[config.mk]
export PLATFORM = sky130hd
export DESIGN_NAME = spics_top
export DESIGN_NICKNAME = d
export VERILOG_FILES = /design/src/include/spics_pkg.sv /design/src/include/spics_sync_if.sv /design/src/verilog/spics_top.sv /design/src/verilog/spics_sync.sv
export SDC_FILE = /design/constraint.sdc
export NUM_CORES = 1
export LEC_CHECK = 0
export BUFFER_PORTS_ARGS = -buffer_cell sky130_fd_sc_hd__buf_2
export CORE_MARGIN = 2
export CORE_UTILIZATION = 64
export CTS_BUF_LIST = sky130_fd_sc_hd__clkbuf_4 sky130_fd_sc_hd__clkbuf_8
export DETAILED_ROUTE_END_ITERATION = 7
export PLACE_DENSITY = 0.88
export SKIP_LAST_GASP = 1
export SYNTH_ARGS = -nofsm -noshare
export SYNTH_HDL_FRONTEND = slang
export SYNTH_SLANG_ARGS = --single-unit
[constraint.sdc]
create_clock -name clk -period 6 [get_ports clk]
set_input_delay 0.6 -clock clk [delete_from_list [all_inputs] [get_ports clk]]
set_output_delay 0.6 -clock clk [all_outputs]
set_load 0.005 [all_outputs]
[src/include/spics_pkg.sv]
// spics_pkg: constants shared by the serial port control/status design files.
// assumes an 8-bit special-function-register bus with bit addressing.
package spics_pkg;
  localparam logic [7:0] CTRL_ADDR = 8'hF8;
  localparam logic [7:0] DATA_ADDR = 8'hA3;
  localparam int BIT_DONE = 7;
  localparam int BIT_WRITE_COLLISION_FLAG = 6;
  localparam int BIT_MODE_FAULT_FLAG = 5;
  localparam int BIT_OVRN = 4;
  localparam int BIT_SMD_HI = 3;
  localparam int BIT_SMD_LO = 2;
  localparam int BIT_TXE = 1;
  localparam int BIT_EN = 0;
  localparam logic [7:0] CTRL_RESET = 8'h06;
  localparam logic [1:0] SMD_3WIRE = 2'h0;
  localparam logic [1:0] SMD_4WIRE_SLAVE = 2'h1;
  localparam int SYNC_STAGES = 2;
  localparam int DATA_BITS = 8;
endpackage : spics_pkg

[src/include/spics_sync_if.sv]
// spics_sync_if: carries one raw pin level into the synchroniser and its safe copy back.
// assumes both ends sit on the same system clock.
`timescale 1ns/1ps
interface spics_sync_if;
  logic raw;
  logic safe;
  modport sync (input raw, output safe);
  modport user (output raw, input safe);
endinterface : spics_sync_if

[src/verilog/spics_top.sv]
// spics_top: serial port control/status register, flags, select wiring and byte shifter.
// assumes an 8-bit sfr bus with byte and bit writes; link pins are asynchronous to clk.
`timescale 1ns/1ps

module spics_top #(
  parameter int CLK_DIV = 4
) (
  input wire logic clk,
  input wire logic sys_rst,
  input wire logic [7:0] sfr_addr,
  input wire logic sfr_wr,
  input wire logic sfr_bit_wr,
  input wire logic [2:0] sfr_bit_sel,
  input wire logic [7:0] sfr_wdata,
  input wire logic sfr_rd,
  output logic [7:0] sfr_rdata,
  input wire logic master_enable_bit,
  input wire logic port_irq_enable,
  output logic irq_req,
  input wire logic sck_in,
  output logic sck_out,
  output logic sck_oe,
  input wire logic mosi_in,
  output logic mosi_out,
  output logic mosi_oe,
  input wire logic miso_in,
  output logic miso_out,
  output logic miso_oe,
  input wire logic slave_select_in,
  output logic slave_select_out,
  output logic slave_select_oe
);
  typedef enum {SPICS_IDLE, SPICS_LOW, SPICS_HIGH} spics_state_t;

  spics_sync_if sck_if();
  spics_sync_if mosi_if();
  spics_sync_if miso_if();
  spics_sync_if ss_if();

  spics_sync u_sync_sck (.clk(clk), .sys_rst(sys_rst), .port_if(sck_if.sync));
  spics_sync u_sync_mosi (.clk(clk), .sys_rst(sys_rst), .port_if(mosi_if.sync));
  spics_sync u_sync_miso (.clk(clk), .sys_rst(sys_rst), .port_if(miso_if.sync));
  spics_sync u_sync_ss (.clk(clk), .sys_rst(sys_rst), .port_if(ss_if.sync));

  assign sck_if.raw = sck_in;
  assign mosi_if.raw = mosi_in;
  assign miso_if.raw = miso_in;
  assign ss_if.raw = slave_select_in;

  logic done_reg;
  logic write_collision_flag_reg;
  logic mode_fault_flag_reg;
  logic ovrn_reg;
  logic [1:0] smd_reg;
  logic txe_reg;
  logic en_reg;
  logic [7:0] txbuf_reg;
  logic [7:0] rxbuf_reg;
  logic rx_full_reg;
  logic [7:0] shift_reg;
  logic [3:0] bit_cnt_reg;
  logic [7:0] div_reg;
  logic sck_prev_reg;
  logic ss_prev_reg;
  spics_state_t state_reg;

  logic ctrl_wr;
  logic ctrl_bwr;
  logic data_wr;
  logic data_rd;
  logic [7:0] ctrl_wval;
  logic ctrl_view;
  logic is_master;
  logic slave_sel;
  logic sck_rise;
  logic sck_fall;
  logic load_shift;
  logic start_xfer;
  logic byte_done;
  logic div_tick;

  assign ctrl_wr = sfr_wr && (sfr_addr == spics_pkg::CTRL_ADDR);
  assign ctrl_bwr = sfr_bit_wr && (sfr_addr == spics_pkg::CTRL_ADDR);
  assign data_wr = sfr_wr && (sfr_addr == spics_pkg::DATA_ADDR);
  assign data_rd = sfr_rd && (sfr_addr == spics_pkg::DATA_ADDR);

  // merged write value: byte write or single-bit write over current contents
  always_comb begin
    ctrl_wval = {done_reg, write_collision_flag_reg, mode_fault_flag_reg, ovrn_reg, smd_reg, txe_reg, en_reg};
    if (ctrl_wr) begin
      ctrl_wval = sfr_wdata;
    end else if (ctrl_bwr) begin
      ctrl_wval[sfr_bit_sel] = sfr_wdata[0];
    end
  end
  assign ctrl_view = ctrl_wr || ctrl_bwr;

  assign is_master = en_reg && master_enable_bit;
  // slave selected: 3-wire always, 4-wire only while select low
  assign slave_sel = en_reg && !master_enable_bit &&
                     ((smd_reg == spics_pkg::SMD_3WIRE) || !ss_if.safe);
  assign sck_rise = ss_if.safe == ss_prev_reg && sck_if.safe && !sck_prev_reg;
  assign sck_fall = !sck_if.safe && sck_prev_reg;
  assign div_tick = div_reg == 8'(CLK_DIV - 1);
  // a master starts only with a byte waiting; a selected slave starts regardless
  assign start_xfer = (state_reg == SPICS_IDLE) && ((is_master && !txe_reg) || slave_sel);
  assign load_shift = start_xfer && !txe_reg;
  assign byte_done = (bit_cnt_reg == 4'(spics_pkg::DATA_BITS)) && (state_reg != SPICS_IDLE);

  // edge history of the synchronised link lines
  always_ff @(posedge clk or posedge sys_rst) begin
    if (sys_rst) begin
      sck_prev_reg <= 1'b0;
      ss_prev_reg <= 1'b1;
    end else begin
      sck_prev_reg <= sck_if.safe;
      ss_prev_reg <= ss_if.safe;
    end
  end

  // master clock divider
  always_ff @(posedge clk or posedge sys_rst) begin
    if (sys_rst) begin
      div_reg <= 8'h00;
    end else if (div_tick || state_reg == SPICS_IDLE) begin
      div_reg <= 8'h00;
    end else begin
      div_reg <= div_reg + 8'h01;
    end
  end

  // transfer sequencer and shift register
  always_ff @(posedge clk or posedge sys_rst) begin
    if (sys_rst) begin
      state_reg <= SPICS_IDLE;
      shift_reg <= 8'h00;
      bit_cnt_reg <= 4'h0;
    end else if (!en_reg) begin
      state_reg <= SPICS_IDLE;
      bit_cnt_reg <= 4'h0;
    end else begin
      case (state_reg)
        SPICS_IDLE: begin
          if (start_xfer) begin
            shift_reg <= txbuf_reg;
            bit_cnt_reg <= 4'h0;
            state_reg <= SPICS_LOW;
          end
        end
        SPICS_LOW: begin
          if (byte_done) begin
            state_reg <= SPICS_IDLE;
          end else if (is_master && div_tick) begin
            state_reg <= SPICS_HIGH;
          end else if (!is_master && slave_sel && sck_rise) begin
            shift_reg <= {shift_reg[6:0], mosi_if.safe};
            bit_cnt_reg <= bit_cnt_reg + 4'h1;
          end else if (!is_master && !slave_sel) begin
            state_reg <= SPICS_IDLE;
          end
        end
        SPICS_HIGH: begin
          if (div_tick) begin
            shift_reg <= {shift_reg[6:0], miso_if.safe};
            bit_cnt_reg <= bit_cnt_reg + 4'h1;
            state_reg <= SPICS_LOW;
          end
        end
        default: begin
          state_reg <= SPICS_IDLE;
        end
      endcase
    end
  end

  // receive buffer
  always_ff @(posedge clk or posedge sys_rst) begin
    if (sys_rst) begin
      rxbuf_reg <= 8'h00;
      rx_full_reg <= 1'b0;
    end else if (byte_done) begin
      rxbuf_reg <= shift_reg;
      rx_full_reg <= 1'b1;
    end else if (data_rd) begin
      rx_full_reg <= 1'b0;
    end
  end

  // transmit buffer and empty flag
  always_ff @(posedge clk or posedge sys_rst) begin
    if (sys_rst) begin
      txbuf_reg <= 8'h00;
      txe_reg <= spics_pkg::CTRL_RESET[spics_pkg::BIT_TXE];
    end else if (data_wr && txe_reg) begin
      txbuf_reg <= sfr_wdata;
      txe_reg <= 1'b0;
    end else if (load_shift) begin
      txe_reg <= 1'b1;
    end
  end

  // control fields
  always_ff @(posedge clk or posedge sys_rst) begin
    if (sys_rst) begin
      smd_reg <= spics_pkg::CTRL_RESET[spics_pkg::BIT_SMD_HI:spics_pkg::BIT_SMD_LO];
      en_reg <= spics_pkg::CTRL_RESET[spics_pkg::BIT_EN];
    end else if (ctrl_view) begin
      smd_reg <= ctrl_wval[spics_pkg::BIT_SMD_HI:spics_pkg::BIT_SMD_LO];
      en_reg <= ctrl_wval[spics_pkg::BIT_EN];
    end
  end

  // sticky flags: hardware set wins over software clear
  always_ff @(posedge clk or posedge sys_rst) begin
    if (sys_rst) begin
      done_reg <= 1'b0;
      write_collision_flag_reg <= 1'b0;
      mode_fault_flag_reg <= 1'b0;
      ovrn_reg <= 1'b0;
    end else begin
      if (byte_done) begin
        done_reg <= 1'b1;
      end else if (ctrl_view) begin
        done_reg <= ctrl_wval[spics_pkg::BIT_DONE];
      end
      if (data_wr && !txe_reg) begin
        write_collision_flag_reg <= 1'b1;
      end else if (ctrl_view) begin
        write_collision_flag_reg <= ctrl_wval[spics_pkg::BIT_WRITE_COLLISION_FLAG];
      end
      if (is_master && smd_reg == spics_pkg::SMD_4WIRE_SLAVE && !ss_if.safe) begin
        mode_fault_flag_reg <= 1'b1;
      end else if (ctrl_view) begin
        mode_fault_flag_reg <= ctrl_wval[spics_pkg::BIT_MODE_FAULT_FLAG];
      end
      if (byte_done && !is_master && rx_full_reg && !data_rd) begin
        ovrn_reg <= 1'b1;
      end else if (ctrl_view) begin
        ovrn_reg <= ctrl_wval[spics_pkg::BIT_OVRN];
      end
    end
  end

  // registered outputs: read data, interrupt, pins
  always_ff @(posedge clk or posedge sys_rst) begin
    if (sys_rst) begin
      sfr_rdata <= 8'h00;
      irq_req <= 1'b0;
      sck_out <= 1'b0;
      sck_oe <= 1'b0;
      mosi_out <= 1'b0;
      mosi_oe <= 1'b0;
      miso_out <= 1'b0;
      miso_oe <= 1'b0;
      slave_select_out <= 1'b1;
      slave_select_oe <= 1'b0;
    end else begin
      if (sfr_addr == spics_pkg::CTRL_ADDR) begin
        sfr_rdata <= {done_reg, write_collision_flag_reg, mode_fault_flag_reg, ovrn_reg, smd_reg, txe_reg, en_reg};
      end else if (sfr_addr == spics_pkg::DATA_ADDR) begin
        sfr_rdata <= rxbuf_reg;
      end else begin
        sfr_rdata <= 8'h00;
      end
      irq_req <= port_irq_enable && (done_reg || write_collision_flag_reg || mode_fault_flag_reg || ovrn_reg);
      sck_out <= state_reg == SPICS_HIGH;
      sck_oe <= is_master;
      mosi_out <= shift_reg[7];
      mosi_oe <= is_master;
      miso_out <= shift_reg[7];
      miso_oe <= slave_sel;
      slave_select_out <= smd_reg[0];
      slave_select_oe <= en_reg && smd_reg[1];
    end
  end
endmodule : spics_top

[src/verilog/spics_sync.sv]
// spics_sync: two-flop synchroniser for one pin level.
// assumes clk is the system clock; raw may change at any time.
`timescale 1ns/1ps
module spics_sync (
  input wire logic clk,
  input wire logic sys_rst,
  spics_sync_if.sync port_if
);
  logic [spics_pkg::SYNC_STAGES-1:0] stage_reg;

  always_ff @(posedge clk or posedge sys_rst) begin
    if (sys_rst) begin
      stage_reg <= '0;
    end else begin
      stage_reg <= {stage_reg[spics_pkg::SYNC_STAGES-2:0], port_if.raw};
    end
  end

  assign port_if.safe = stage_reg[spics_pkg::SYNC_STAGES-1];
endmodule : spics_sync

Yosys cells after proc, flatten, opt, wreduce, memory -nomap -nowiden --
Index checks and enable logic that the tools add are counted.
Cells by class: magnitude comparators 2, reduce and logical (&&, ||, !) cells 65, muxes and demuxes 41, $add $sub $neg 2, equal/unequal tests 22
Operator list (number):
- two-way mux 32 bit | 7
- case mux 32 bit (3 select lines) | 1
- two-way mux 8 bit | 10
- zero test 32 bit | 2
- equality test 32 x 1 -> 1 bit, second input constant | 1
- equality test 32 x 2 -> 1 bit, second input constant | 1
- equality test 32 x 3 -> 1 bit, second input constant | 1
- nonzero test 32 bit | 1
- logical AND 1 bit | 27
- two-way mux 4 bit | 6
- case mux 8 bit (3 select lines) | 1
- equality test 8 bit, second input constant | 2
- != test 3 bit, second input constant | 5
- nonzero test 3 bit | 5
- nonzero test 2 bit | 7
- two-way mux 1 bit | 13
- case mux 4 bit (3 select lines) | 1
- != test 2 bit, second input constant | 5
- != test 5 bit, second input constant | 2
- AND reduction 2 bit | 5
- adder 8 x 1 -> 8 bit, second input constant | 1
- bitwise mux 8 bit | 1
- equality test 8 x 2 -> 1 bit, second input constant | 1
- zero test 1 bit | 7
- 13 further kinds | 19
Storage, ports and cells: bits of input ports 30, register bits after elaboration 102, logic and storage cells 160, output and inout bits 17

Depth between registers and ports, before layout --
Gate-level depths: netlist of the first run.
depth in word-level cells 11, gate-level depth with buffers 8, gate-level depth less buffers 7

Modules after synthesis --
From an unflattened synthesis of the first run, not the netlist that was laid out.
Second synthesis, totals: cell total of the unflattened synthesis 296, area total of the unflattened synthesis 3357.0 µm²
By module, submodules not included:
- spics_top | cells an instance 284, instances 1, area an instance 3141.8 µm²
- spics_sync | cells an instance 3, instances 4, area an instance 53.8 µm²

Least setup slack after synthesis of the first run --
Ideal clock, no wire load.
path type in2reg, start point input port master_enable_bit, end point register shift_reg[0], setup slack 3530 ps, cell stages on the path 6, path buffers 1, library setup time 125 ps, arrival 2345 ps, cells stage by stage or4bb_1 o41ai_2 o221ai_2 or3b_1 buf_6 mux2_4
Between the ends: cells in the longest elaborated chain, start to end 7
Ends and longest elaborated chain:
- from (decl) | line spics_top.sv:17 | input wire logic master_enable_bit,
- zero test 1 bit | line spics_top.sv:100 | assign slave_sel = en_reg && !master_enable_bit &&
- logical AND 1 bit (2 in a row) | line spics_top.sv:100
- logical AND 1 bit / logical OR 1 bit (equally long branches) | line spics_top.sv:155, spics_top.sv:106
- logical AND 1 bit, on equally long branches | line spics_top.sv:155, spics_top.sv:106
- != test 2 bit (no source line)
- AND reduction 7 bit (no source line) *
- to (signal assigned) | line spics_top.sv:145 | shift_reg <= txbuf_reg;
- to (signal assigned) | line spics_top.sv:156 | shift_reg <= {shift_reg[6:0], mosi_if.safe};
- to (signal assigned) | line spics_top.sv:164 | shift_reg <= {shift_reg[6:0], miso_if.safe};
- to (decl) | line spics_top.sv:60 | logic [7:0] shift_reg;
Mark *: on every way between the ends. The rest lies on a longest branch, timed or not. A chain may end at the register's enable or synchronous reset.

Final worst setup path of the first run --
start point register state_reg[0], end point register shift_reg[4]
Between the ends: cells in the longest elaborated chain, start to end 4
Ends and longest elaborated chain:
- from (decl) | line spics_top.sv:65 | spics_state_t state_reg;
- from (signal assigned) | line spics_top.sv:135 | state_reg <= SPICS_IDLE;
- from (signal assigned) | line spics_top.sv:139 | state_reg <= SPICS_IDLE;
- from (signal assigned) | line spics_top.sv:147 | state_reg <= SPICS_LOW;
- nonzero test 32 bit / zero test 32 bit (equally long branches) | line spics_top.sv:108, spics_top.sv:106
- logical AND 1 bit, on equally long branches | line spics_top.sv:108, spics_top.sv:106
- != test 2 bit (no source line)
- AND reduction 7 bit (no source line)
Parallel ways exist; a longest one is shown, timed or not.

==> results_dict.tcl, run 1 <==
set metrics [dict create \
    outcome "complete, no violations" \
    min_period_ps 2790 \
    synth.avg_cell_area_sq_um 11.1 \
    grt_pass1_vias 2265 \
    die_h_um 75.7 \
    cts_buffer_depth 2 \
    viasPerCell 5.79 \
    setup_violations 0 \
    synth_seq_cells 72 \
    synth_top_area_share 0.517 \
    arrival_ps 3020 \
    dieArea_sq_mm 0.00573 \
    worst_pin_slew_ps 846 \
    finalCritPeriodShare 0.465 \
    setup_tns_ps 0 \
    clock_latency_ps 350 \
    finalMaxSlewViolations 0 \
    htreeDepth 3 \
    fin_skew_ps 6.70 \
    first_pass_iters 5 \
    worstSetupStartpoint "state_reg[0]" \
    cts_setup_buffers 0 \
    initial_utilization 0.652 \
    r2r_end "shift_reg[4]" \
    path_class "reg2reg" \
    power_mw 0.924 \
    grt_setup_unrepaired "no" \
    hp-start "u_sync_ss.stage_reg[0]" \
    grt_max_degree 73 \
    row_count 26 \
    synth_top_cells_by_count "68 x dfrtp_1, 36 x nand2_1, 23 x o21ai_0, 19 x inv_1, 15 x nor2_1" \
    holdBufCountCts 0 \
    gp_congestion 0.914 \
    cts_tree "done" \
    hold_class "reg2reg" \
    grt_pass1_wl_mm 10.8 \
    cts_resized 0 \
    p_leak_nw 1.81 \
    synthCells 296 \
    timing_hold_violations_final 0 \
    antenna_left 0 \
    async_flop_share 1.00 \
    r2r_start "state_reg[0]" \
    clk_pin_slew_ps 70 \
    die_w_um 75.7 \
    maxCapViolCount 0 \
    vdd_drop_max_mv 0.153 \
    fmax_ghz 0.358 \
    vias 2437 \
    whs_path_depth 0 \
    core-area_sq_mm 0.00504 \
    area_delta_synth_final_pct 15.2 \
    wirelength_mm 6.63 \
    cts_sinks 72 \
    slew-limit-headroom 0.436 \
    io_buffers 46 \
    nFillCells 334 \
    cp-start-kind "flip-flop" \
    diodes 0 \
    drt_iter0_drc 265 \
    cts-buffers-inserted 9 \
    syn_nets 334 \
    worst-path-max-fanout 13 \
    synth_most_common_cell "dfrtp_1" \
    yosys.area.top_type "dfrtp_1" \
    root_buffer "clkbuf_8" \
    drive_gt1_frac 0.282 \
    ys_seq_area_frac 0.549 \
    end_kind "flip-flop" \
    r2r_slack_ps 3210 \
    ys_dominant_reg_cell "dfrtp_1" \
    p_per_area_mw_per_mm2 244 \
    r2r_cells 8 \
    track_usage 0.259 \
    min_to "u_sync_ss.stage_reg[1]" \
    gr-total-overflow 0 \
    hpwl_mm 4.80 \
    nets 384 \
    yosysUniqueCellTypes 55 \
    crit_required_ps 6230 \
    syn_area_sq_mm 0.00329 \
    yosys_warnings 0 \
    yosys-top-cells-area "dfrtp_1 52%, nand2_1 4.1%, mux2_4 3.7%, o21ai_0 3.5%, mux2_2 3.4%" \
    antenna_found_initial 0 \
    routedWlPerCell_um 15.7 \
    drc 0 \
    io_pins 47 \
    synth_edf_count 0 \
]
## power breakdown
group	switching (mW)	internal, mW
combinational	0.0315	0.0226
sequential	0.00977	0.501
clock	0.167	0.193
total	0.208	0.716
## through the flow
| stage | area, sq um | hold slack (ps) | worst slack, ps | utilization | instances |
|---|---|---|---|---|---|
| finish | 3790 | 349 | 3210 | 0.751 | 421 |
| floorplan | 3290 | 331 | 3530 | - | 296 |
| CTS | 3790 | 342 | 3210 | 0.751 | 421 |
| detailed placement | 3600 | 335 | 3170 | 0.713 | 405 |
| global placement | 3600 | 333 | 3230 | 0.713 | 405 |
| global route | 3790 | 342 | 3070 | 0.751 | 421 |
## worst max-delay path by stage
| stage | endpoint | cells past startpoint |
|---|---|---|
| global placement | shift_reg[5] | 6 |
| CTS | shift_reg[4] | 8 |
| finish | shift_reg[4] | 8 |
| detailed placement | shift_reg[4] | 6 |
| global route | shift_reg[4] | 8 |
| floorplan | shift_reg[0] | 6 |
## per-layer routing
metal  GRT usage  routed length [um]  vias up
met1       0.333                2880     1186
met4       0.123                 154        0
met5           0                   0        -
met3      0.0741                 386       19
li1            -                   -     1141
met2       0.409                3210       91
## area by class of cell
class | instances | area, sq um | area share
clock buffer | 14 | 180 | 0.0476
clock inverter | 2 | 12.5 | 0.00330
inverter | 19 | 71.3 | 0.0188
multi-input combinational | 193 | 1360 | 0.360
sequential | 72 | 1810 | 0.477
tap | 70 | 87.6 | 0.0231
timing repair buffer | 51 | 268 | 0.0707
## cell families after synthesis
logic type	after synthesis	share of synthesized area
simple gates	97	0.158
flops	72	0.549
buf+inv	31	0.0403
mux	20	0.0768
compound gates	61	0.126
fa+ha+maj	8	0.0304
xor+xnor	7	0.0186
## cell usage in the layout (no fill, tap or decap), types with 3 or more instances in the layout
cell type  Yosys  routed
inv_1         19      18
mux2_2        10      10
a32oi_1        3       3
nor2_1        15      15
buf_4          2       5
a22o_1         9       9
nor2b_1        3       3
nand3_1       11      11
xor2_1         5       5
o21ai_1        5       5
a21oi_1        4       4
o21ai_0       23      23
nand2b_1       4       4
dfrtp_1       68      68
clkbuf_8       0      12
nor3_1         4       4
or4_1          3       3
mux2_4         8       8
nand2_1       36      36
buf_2          1      46
dfstp_2        4       4
ha_1           8       8
nand3b_1       3       3
## worst max-delay path, stage by stage, from the launching register on
cell and delay [ps]:
dfrtp_1 430, inv_1 130, ha_1 260, nor4bb_2 70
buf_4 190, o41ai_2 340, o221ai_2 240, or3b_1 620
mux2_4 380
(Power assumes the default switching activity.)
==> run 2, diff against run 1 <==
- CORE_UTILIZATION: 64 -> 59
- PLACE_DENSITY: 0.88 -> 0.82
- clock period: 6 -> 2.7 ns (I/O delays scaled with it)
==> run 2 against run 1 <==
Setup slack lost 3000 ps; hold slack worse by 310 ps; power up 120%; sequential power rose by 120%; core utilization is 5.0 points lower; cell count rose by 1.2%; via count is 0.62% lower; die area up 8.0%; clock power is 130% higher; critical endpoint is now shift_reg[3].
==> results_dict.tcl, run 2 (synthesis results as in run 1) <==
set metrics [dict create \
    wirelength_mm 6.83 \
    setup_violations 0 \
    arrival_ps 2710 \
    drive_gt1_frac 0.291 \
    viasPerCell 5.69 \
    row_count 27 \
    grt_setup_unrepaired "no" \
    track_usage 0.244 \
    holdBufCountCts 0 \
    slowest_delay_ps 490 \
    power_mw 2.08 \
    diodes 0 \
    maxCapViolCount 0 \
    nets 387 \
    grt_max_degree 73 \
    antenna_found_initial 0 \
    slew-limit-headroom 0.417 \
    hold_class "in2reg" \
    outcome "complete, no violations" \
    grt_pass1_wl_mm 11.4 \
    cts_buffer_depth 2 \
    slowest_stage "or3b_4" \
    vias 2422 \
    die_h_um 78.7 \
    area_delta_synth_final_pct 16.0 \
    cts_setup_buffers 0 \
    timing_hold_violations_final 0 \
    fin_skew_ps 10.5 \
    dieArea_sq_mm 0.00619 \
    die_w_um 78.7 \
    fmax_ghz 0.401 \
    clk_pin_slew_ps 70 \
    gr-total-overflow 0 \
    worst_pin_slew_ps 874 \
    root_buffer "clkbuf_8" \
    cts_resized 0 \
    cp-start-kind "flip-flop" \
    end_kind "flip-flop" \
    routedWlPerCell_um 16.0 \
    hpwl_mm 4.91 \
    drt_iter0_drc 218 \
    initial_utilization 0.605 \
    cts_tree "done" \
    vdd_drop_max_mv 0.452 \
    p_leak_nw 1.83 \
    cts_sinks 72 \
    p_per_area_mw_per_mm2 545 \
    final_common_cell "dfrtp_1" \
    clock_latency_ps 330 \
    crit_required_ps 2920 \
    antenna_left 0 \
    cp_cell_sequence "inv_1, ha_1, nor4bb_2, o41ai_2, o221ai_2, or3b_4, mux2_4" \
    gp_congestion 0.852 \
    postPlaceCellArea_sq_mm 0.00362 \
    stdcell_area_sq_mm 0.00381 \
    finalCritPeriodShare 0.923 \
    final_cell_mix "68 x dfrtp_1, 46 x buf_2, 36 x nand2_1, 23 x o21ai_0, 18 x inv_1" \
    worst-path-max-fanout 8 \
    grt_pass1_vias 2317 \
    path_class "reg2reg" \
    io_pins 47 \
    min_period_ps 2490 \
    first_pass_iters 6 \
    drc 0 \
    setup_tns_ps 0 \
    core-area_sq_mm 0.00544 \
    io_buffers 46 \
    cts-buffers-inserted 9 \
    htreeDepth 3 \
    finalMaxSlewViolations 0 \
]
run 2: cell types whose count changed in the layout (fill, tap and decap cells not counted):
cell	before	now
buf_4	5	8
clkbuf_4	2	3
clkinv_2	1	3
bufinv_16	0	1
or3b_1	1	0
clkbuf_8	12	9
or3b_4	0	1
clkinvlp_4	1	0
run 2: per-stage QoR:
step	util	hold slack, ps	std cells	worst slack, ps
2_1_floorplan	-	301	296	335
3_3_place_gp	0.666	333	410	232
3_5_place_dp	0.666	335	410	166
4_1_cts	0.701	29.3	426	93.9
5_1_grt	0.701	23.8	426	120
6_report	0.701	41.9	426	208
run 2: power by group:
group	internal (mW)	switching, mW
combinational	0.0520	0.0746
sequential	1.11	0.0194
clock	0.453	0.366
total	1.62	0.460
run 2: area by class of cell:
type	instances	area (sq um)
sequential	72	1810
fill	392	1620
multi-input combinational	193	1370
timing repair buffer	54	290
clock buffer	12	146
tap	72	90.1
inverter	19	71.3
clock inverter	4	45.0
run 2: routing by layer:
layer	wire [um]	up-vias	part of all wire	track usage
met5	0	-	0	0
met4	124	0	0.018	0.105
met3	405	14	0.059	0.0402
met2	3280	82	0.48	0.378
met1	3020	1181	0.44	0.343
li1	-	1145	-	-
run 2: final timing paths:
path | startpoint | to | slack, ps | depth (start not counted)
worst max-delay path | state_reg[0] | shift_reg[3] | 210 | 7
worst min-delay path | sck_in | u_sync_sck.stage_reg[0] | 40 | 1
worst max register to register | state_reg[0] | shift_reg[3] | 210 | 7
worst min register to register | u_sync_mosi.stage_reg[0] | u_sync_mosi.stage_reg[1] | 350 | 0
max in group asynchronous | sys_rst | txbuf_reg[7] | 1920 | 3
min in group asynchronous | sys_rst | rxbuf_reg[7] | 190 | 3
run 2: critical path: cells and delay by family (launching register included):
family | cells | cell delay, ps
buffers and inverters | 1 | 140
adders and majority gates | 1 | 300
AOI/OAI and AO/OA | 2 | 570
DFF | 1 | 450
and+or+nand+nor | 2 | 590
muxes | 1 | 320
==> run 3, diff against run 2 <==
--- a/config.mk
+++ b/config.mk
@@ -7,2 +7,3 @@
 export LEC_CHECK = 0
+export ABC_AREA = 1
 export BUFFER_PORTS_ARGS = -buffer_cell sky130_fd_sc_hd__buf_2
@@ -12,2 +13,3 @@
 export DETAILED_ROUTE_END_ITERATION = 7
+export GPL_TIMING_DRIVEN = 0
 export PLACE_DENSITY = 0.82
==> constraint.sdc (replaced) <==
create_clock -name clk -period 2.7 [get_ports clk]
set_input_delay 0.135 -clock clk [delete_from_list [all_inputs] [get_ports clk]]
set_output_delay 0.135 -clock clk [all_outputs]
set_load 0.005 [all_outputs]
==> run 3 against run 2 <==
The run now ends with negative hold slack left; cell count is 26% higher; clock power is 3.2% lower; maximum frequency is 27% higher; largest power group unchanged; first-iteration DRC count is 44% higher; sequential share of layout area is 1.5 points lower; clock skew is 2.7 ps lower; hold slack worse by 72 ps; count of clock-buffer cells in the layout is 3 higher.
==> results_dict.tcl, run 3 <==
set metrics [dict create \
    whs_ps -30.0 \
    cts_tree "done" \
    yosys.area.top_type "dfrtp_1" \
    syn_nets 434 \
    slowest_stage "dfrtp_1" \
    hold_class "in2async" \
    core-area_sq_mm 0.00551 \
    fin_skew_ps 7.74 \
    viasPerCell 5.27 \
    wl_met1_mm 3.35 \
    synth_most_common_cell "nand2_1" \
    cts_resized 0 \
    track_usage 0.247 \
    finalMaxSlewViolations 0 \
    grt_setup_unrepaired "no" \
    power_mw 2.11 \
    async_flop_share 1.00 \
    outcome "complete, but fails checks" \
    p_leak_nw 2.04 \
    ys_seq_area_frac 0.534 \
    io_buffers 46 \
    arrival_ps 2180 \
    fin_ws_ps 741 \
    slowest_delay_ps 440 \
    stdcell_area_sq_mm 0.00394 \
    nets 496 \
    setup_violations 0 \
    violations "negative hold slack" \
    diodes 0 \
    final_cell_mix "115 x nand2_1, 68 x dfrtp_1, 47 x buf_2, 42 x inv_1, 39 x nor2_1" \
    synth_edf_count 0 \
    grt_max_degree 73 \
    dp_cells 514 \
    synth.avg_cell_area_sq_um 8.54 \
    die_h_um 79.7 \
    route.met2.wl_mm 3.23 \
    cts_sinks 72 \
    drt_iter0_drc 313 \
    clk_pin_slew_ps 70 \
    root_buffer "clkbuf_8" \
    vdd_drop_max_mv 0.457 \
    yosys_warnings 0 \
    crit_required_ps 2920 \
    routedWlPerCell_um 13.4 \
    dieArea_sq_mm 0.00635 \
    cp-start-kind "flip-flop" \
    maxCapViolCount 0 \
    vias 2819 \
    cts_buffer_depth 2 \
    postPlaceCellArea_sq_mm 0.00370 \
    cts-buffers-inserted 9 \
    clock_latency_ps 340 \
    gr-total-overflow 0 \
    wirelength_mm 7.16 \
    worst_pin_slew_ps 845 \
    fin_cells 535 \
    final_common_cell "nand2_1" \
    drive_gt1_frac 0.199 \
    io_pins 47 \
    gp_congestion 0.864 \
    yosysUniqueCellTypes 33 \
    timing_hold_violations_final 66 \
    row_count 27 \
    top_layer_used "met4" \
    synth_top_area_share 0.503 \
    yosys-top-cells-area "dfrtp_1 50%, nand2_1 13%, nand3_1 5.0%, inv_1 4.8%, nor2_1 4.3%" \
    antenna_left 0 \
    slew-limit-headroom 0.437 \
    initial_utilization 0.614 \
    synth_seq_cells 72 \
    grt_pass1_wl_mm 12.0 \
    end_kind "flip-flop" \
    dpl_worst_slack_ps 782 \
    finalCritPeriodShare 0.726 \
    met3_length_um 484 \
    crit_top_cell "inv_1" \
    die_w_um 79.7 \
    hpwl_mm 5.08 \
    cp_cell_sequence "inv_1, ha_1, nor2_1, nand2_1, inv_1, clkbuf_1, o21ai_0" \
    first_pass_iters 5 \
    utilization 0.716 \
    syn_area_sq_mm 0.00338 \
    worst-path-max-fanout 10 \
    synth_top_cells_by_count "115 x nand2_1, 68 x dfrtp_1, 43 x inv_1, 39 x nor2_1, 34 x nand3_1" \
    antenna_found_initial 0 \
    path_class "reg2reg" \
    ys_dominant_reg_cell "dfrtp_1" \
    min_period_ps 1960 \
    area_delta_synth_final_pct 16.5 \
    p_per_area_mw_per_mm2 535 \
    synthCells 396 \
    drc 0 \
    grt_pass1_vias 2718 \
    htreeDepth 3 \
    fmax_ghz 0.510 \
]
[run 3: final cells by class]
class	count	area (sq um)
Timing Repair Buffer	51	280
Inverter	46	175
Buffer	7	42.5
Sequential cell	72	1810
Multi-Input combinational cell	271	1360
Clock buffer	15	181
Tap cell	72	90.1
Fill cell	443	1570
Clock inverter	1	5.00
[run 3: critical path, delay by kind of cell, from the launching register on]
kind                     cells  cell delay, ps
AND/OR/NAND/NOR              2             380
AO/OA/AOI/OAI                1             120
flip-flops                   1             440
adder cells (fa/ha/maj)      1             260
buffers and inverters        3             620
[run 3: where the power goes]
group	leakage, nW	switching (mW)	internal (mW)	total (mW)
Sequential	0.958	0.0258	1.12	1.14
Clock	0.101	0.368	0.425	0.793
Combinational	0.981	0.111	0.0599	0.171
Total	2.04	0.505	1.60	2.11
[run 3: cells by family (layout without fill, tap and decap cells)]
family,count (synthesis),after routing,synth area share
AND/OR/NAND/NOR,214,214,0.279
flip-flops,72,72,0.534
AO/OA/AOI/OAI,46,46,0.0862
XOR/XNOR,3,3,0.00777
adder cells (fa/ha/maj),8,8,0.0296
buffers and inverters,53,120,0.0636
[run 3: path summary, 6_finish.rpt]
check / from / end / slack, ps / cells past startpoint
max: state_reg[0] / rxbuf_reg[1] / 740 / 7
min reg2reg: u_sync_ss.stage_reg[0] / u_sync_ss.stage_reg[1] / 350 / 0
min in group clk: port_irq_enable / irq_req / 0 / 2
min: sys_rst / sfr_rdata[2] / -30 / 2
max in group asynchronous: sys_rst / div_reg[6] / 2180 / 2
max reg2reg: state_reg[0] / rxbuf_reg[1] / 740 / 7
[run 3: what timing repair did]
item / CTS / global route
buffers inserted: 0 / 0
hold buffers: 5 / 0
setup endpoints to repair: 0 / 0
endpoints found under the hold margin: 5 / 0
[run 3: per-stage QoR]
step	TNS (ps)	hold slack [ps]
global placement	-1980	244
finish	0	-30.0
detailed placement	0	244
global route	0	2.99
CTS	0	1.88
floorplan	0	166
[run 3: per-layer routing]
layer  vias to the layer above  GRT usage
met4                         0     0.0862
met5                         -          0
met2                        98      0.378
met1                      1319      0.340
li1                       1391          -
met3                        11     0.0656
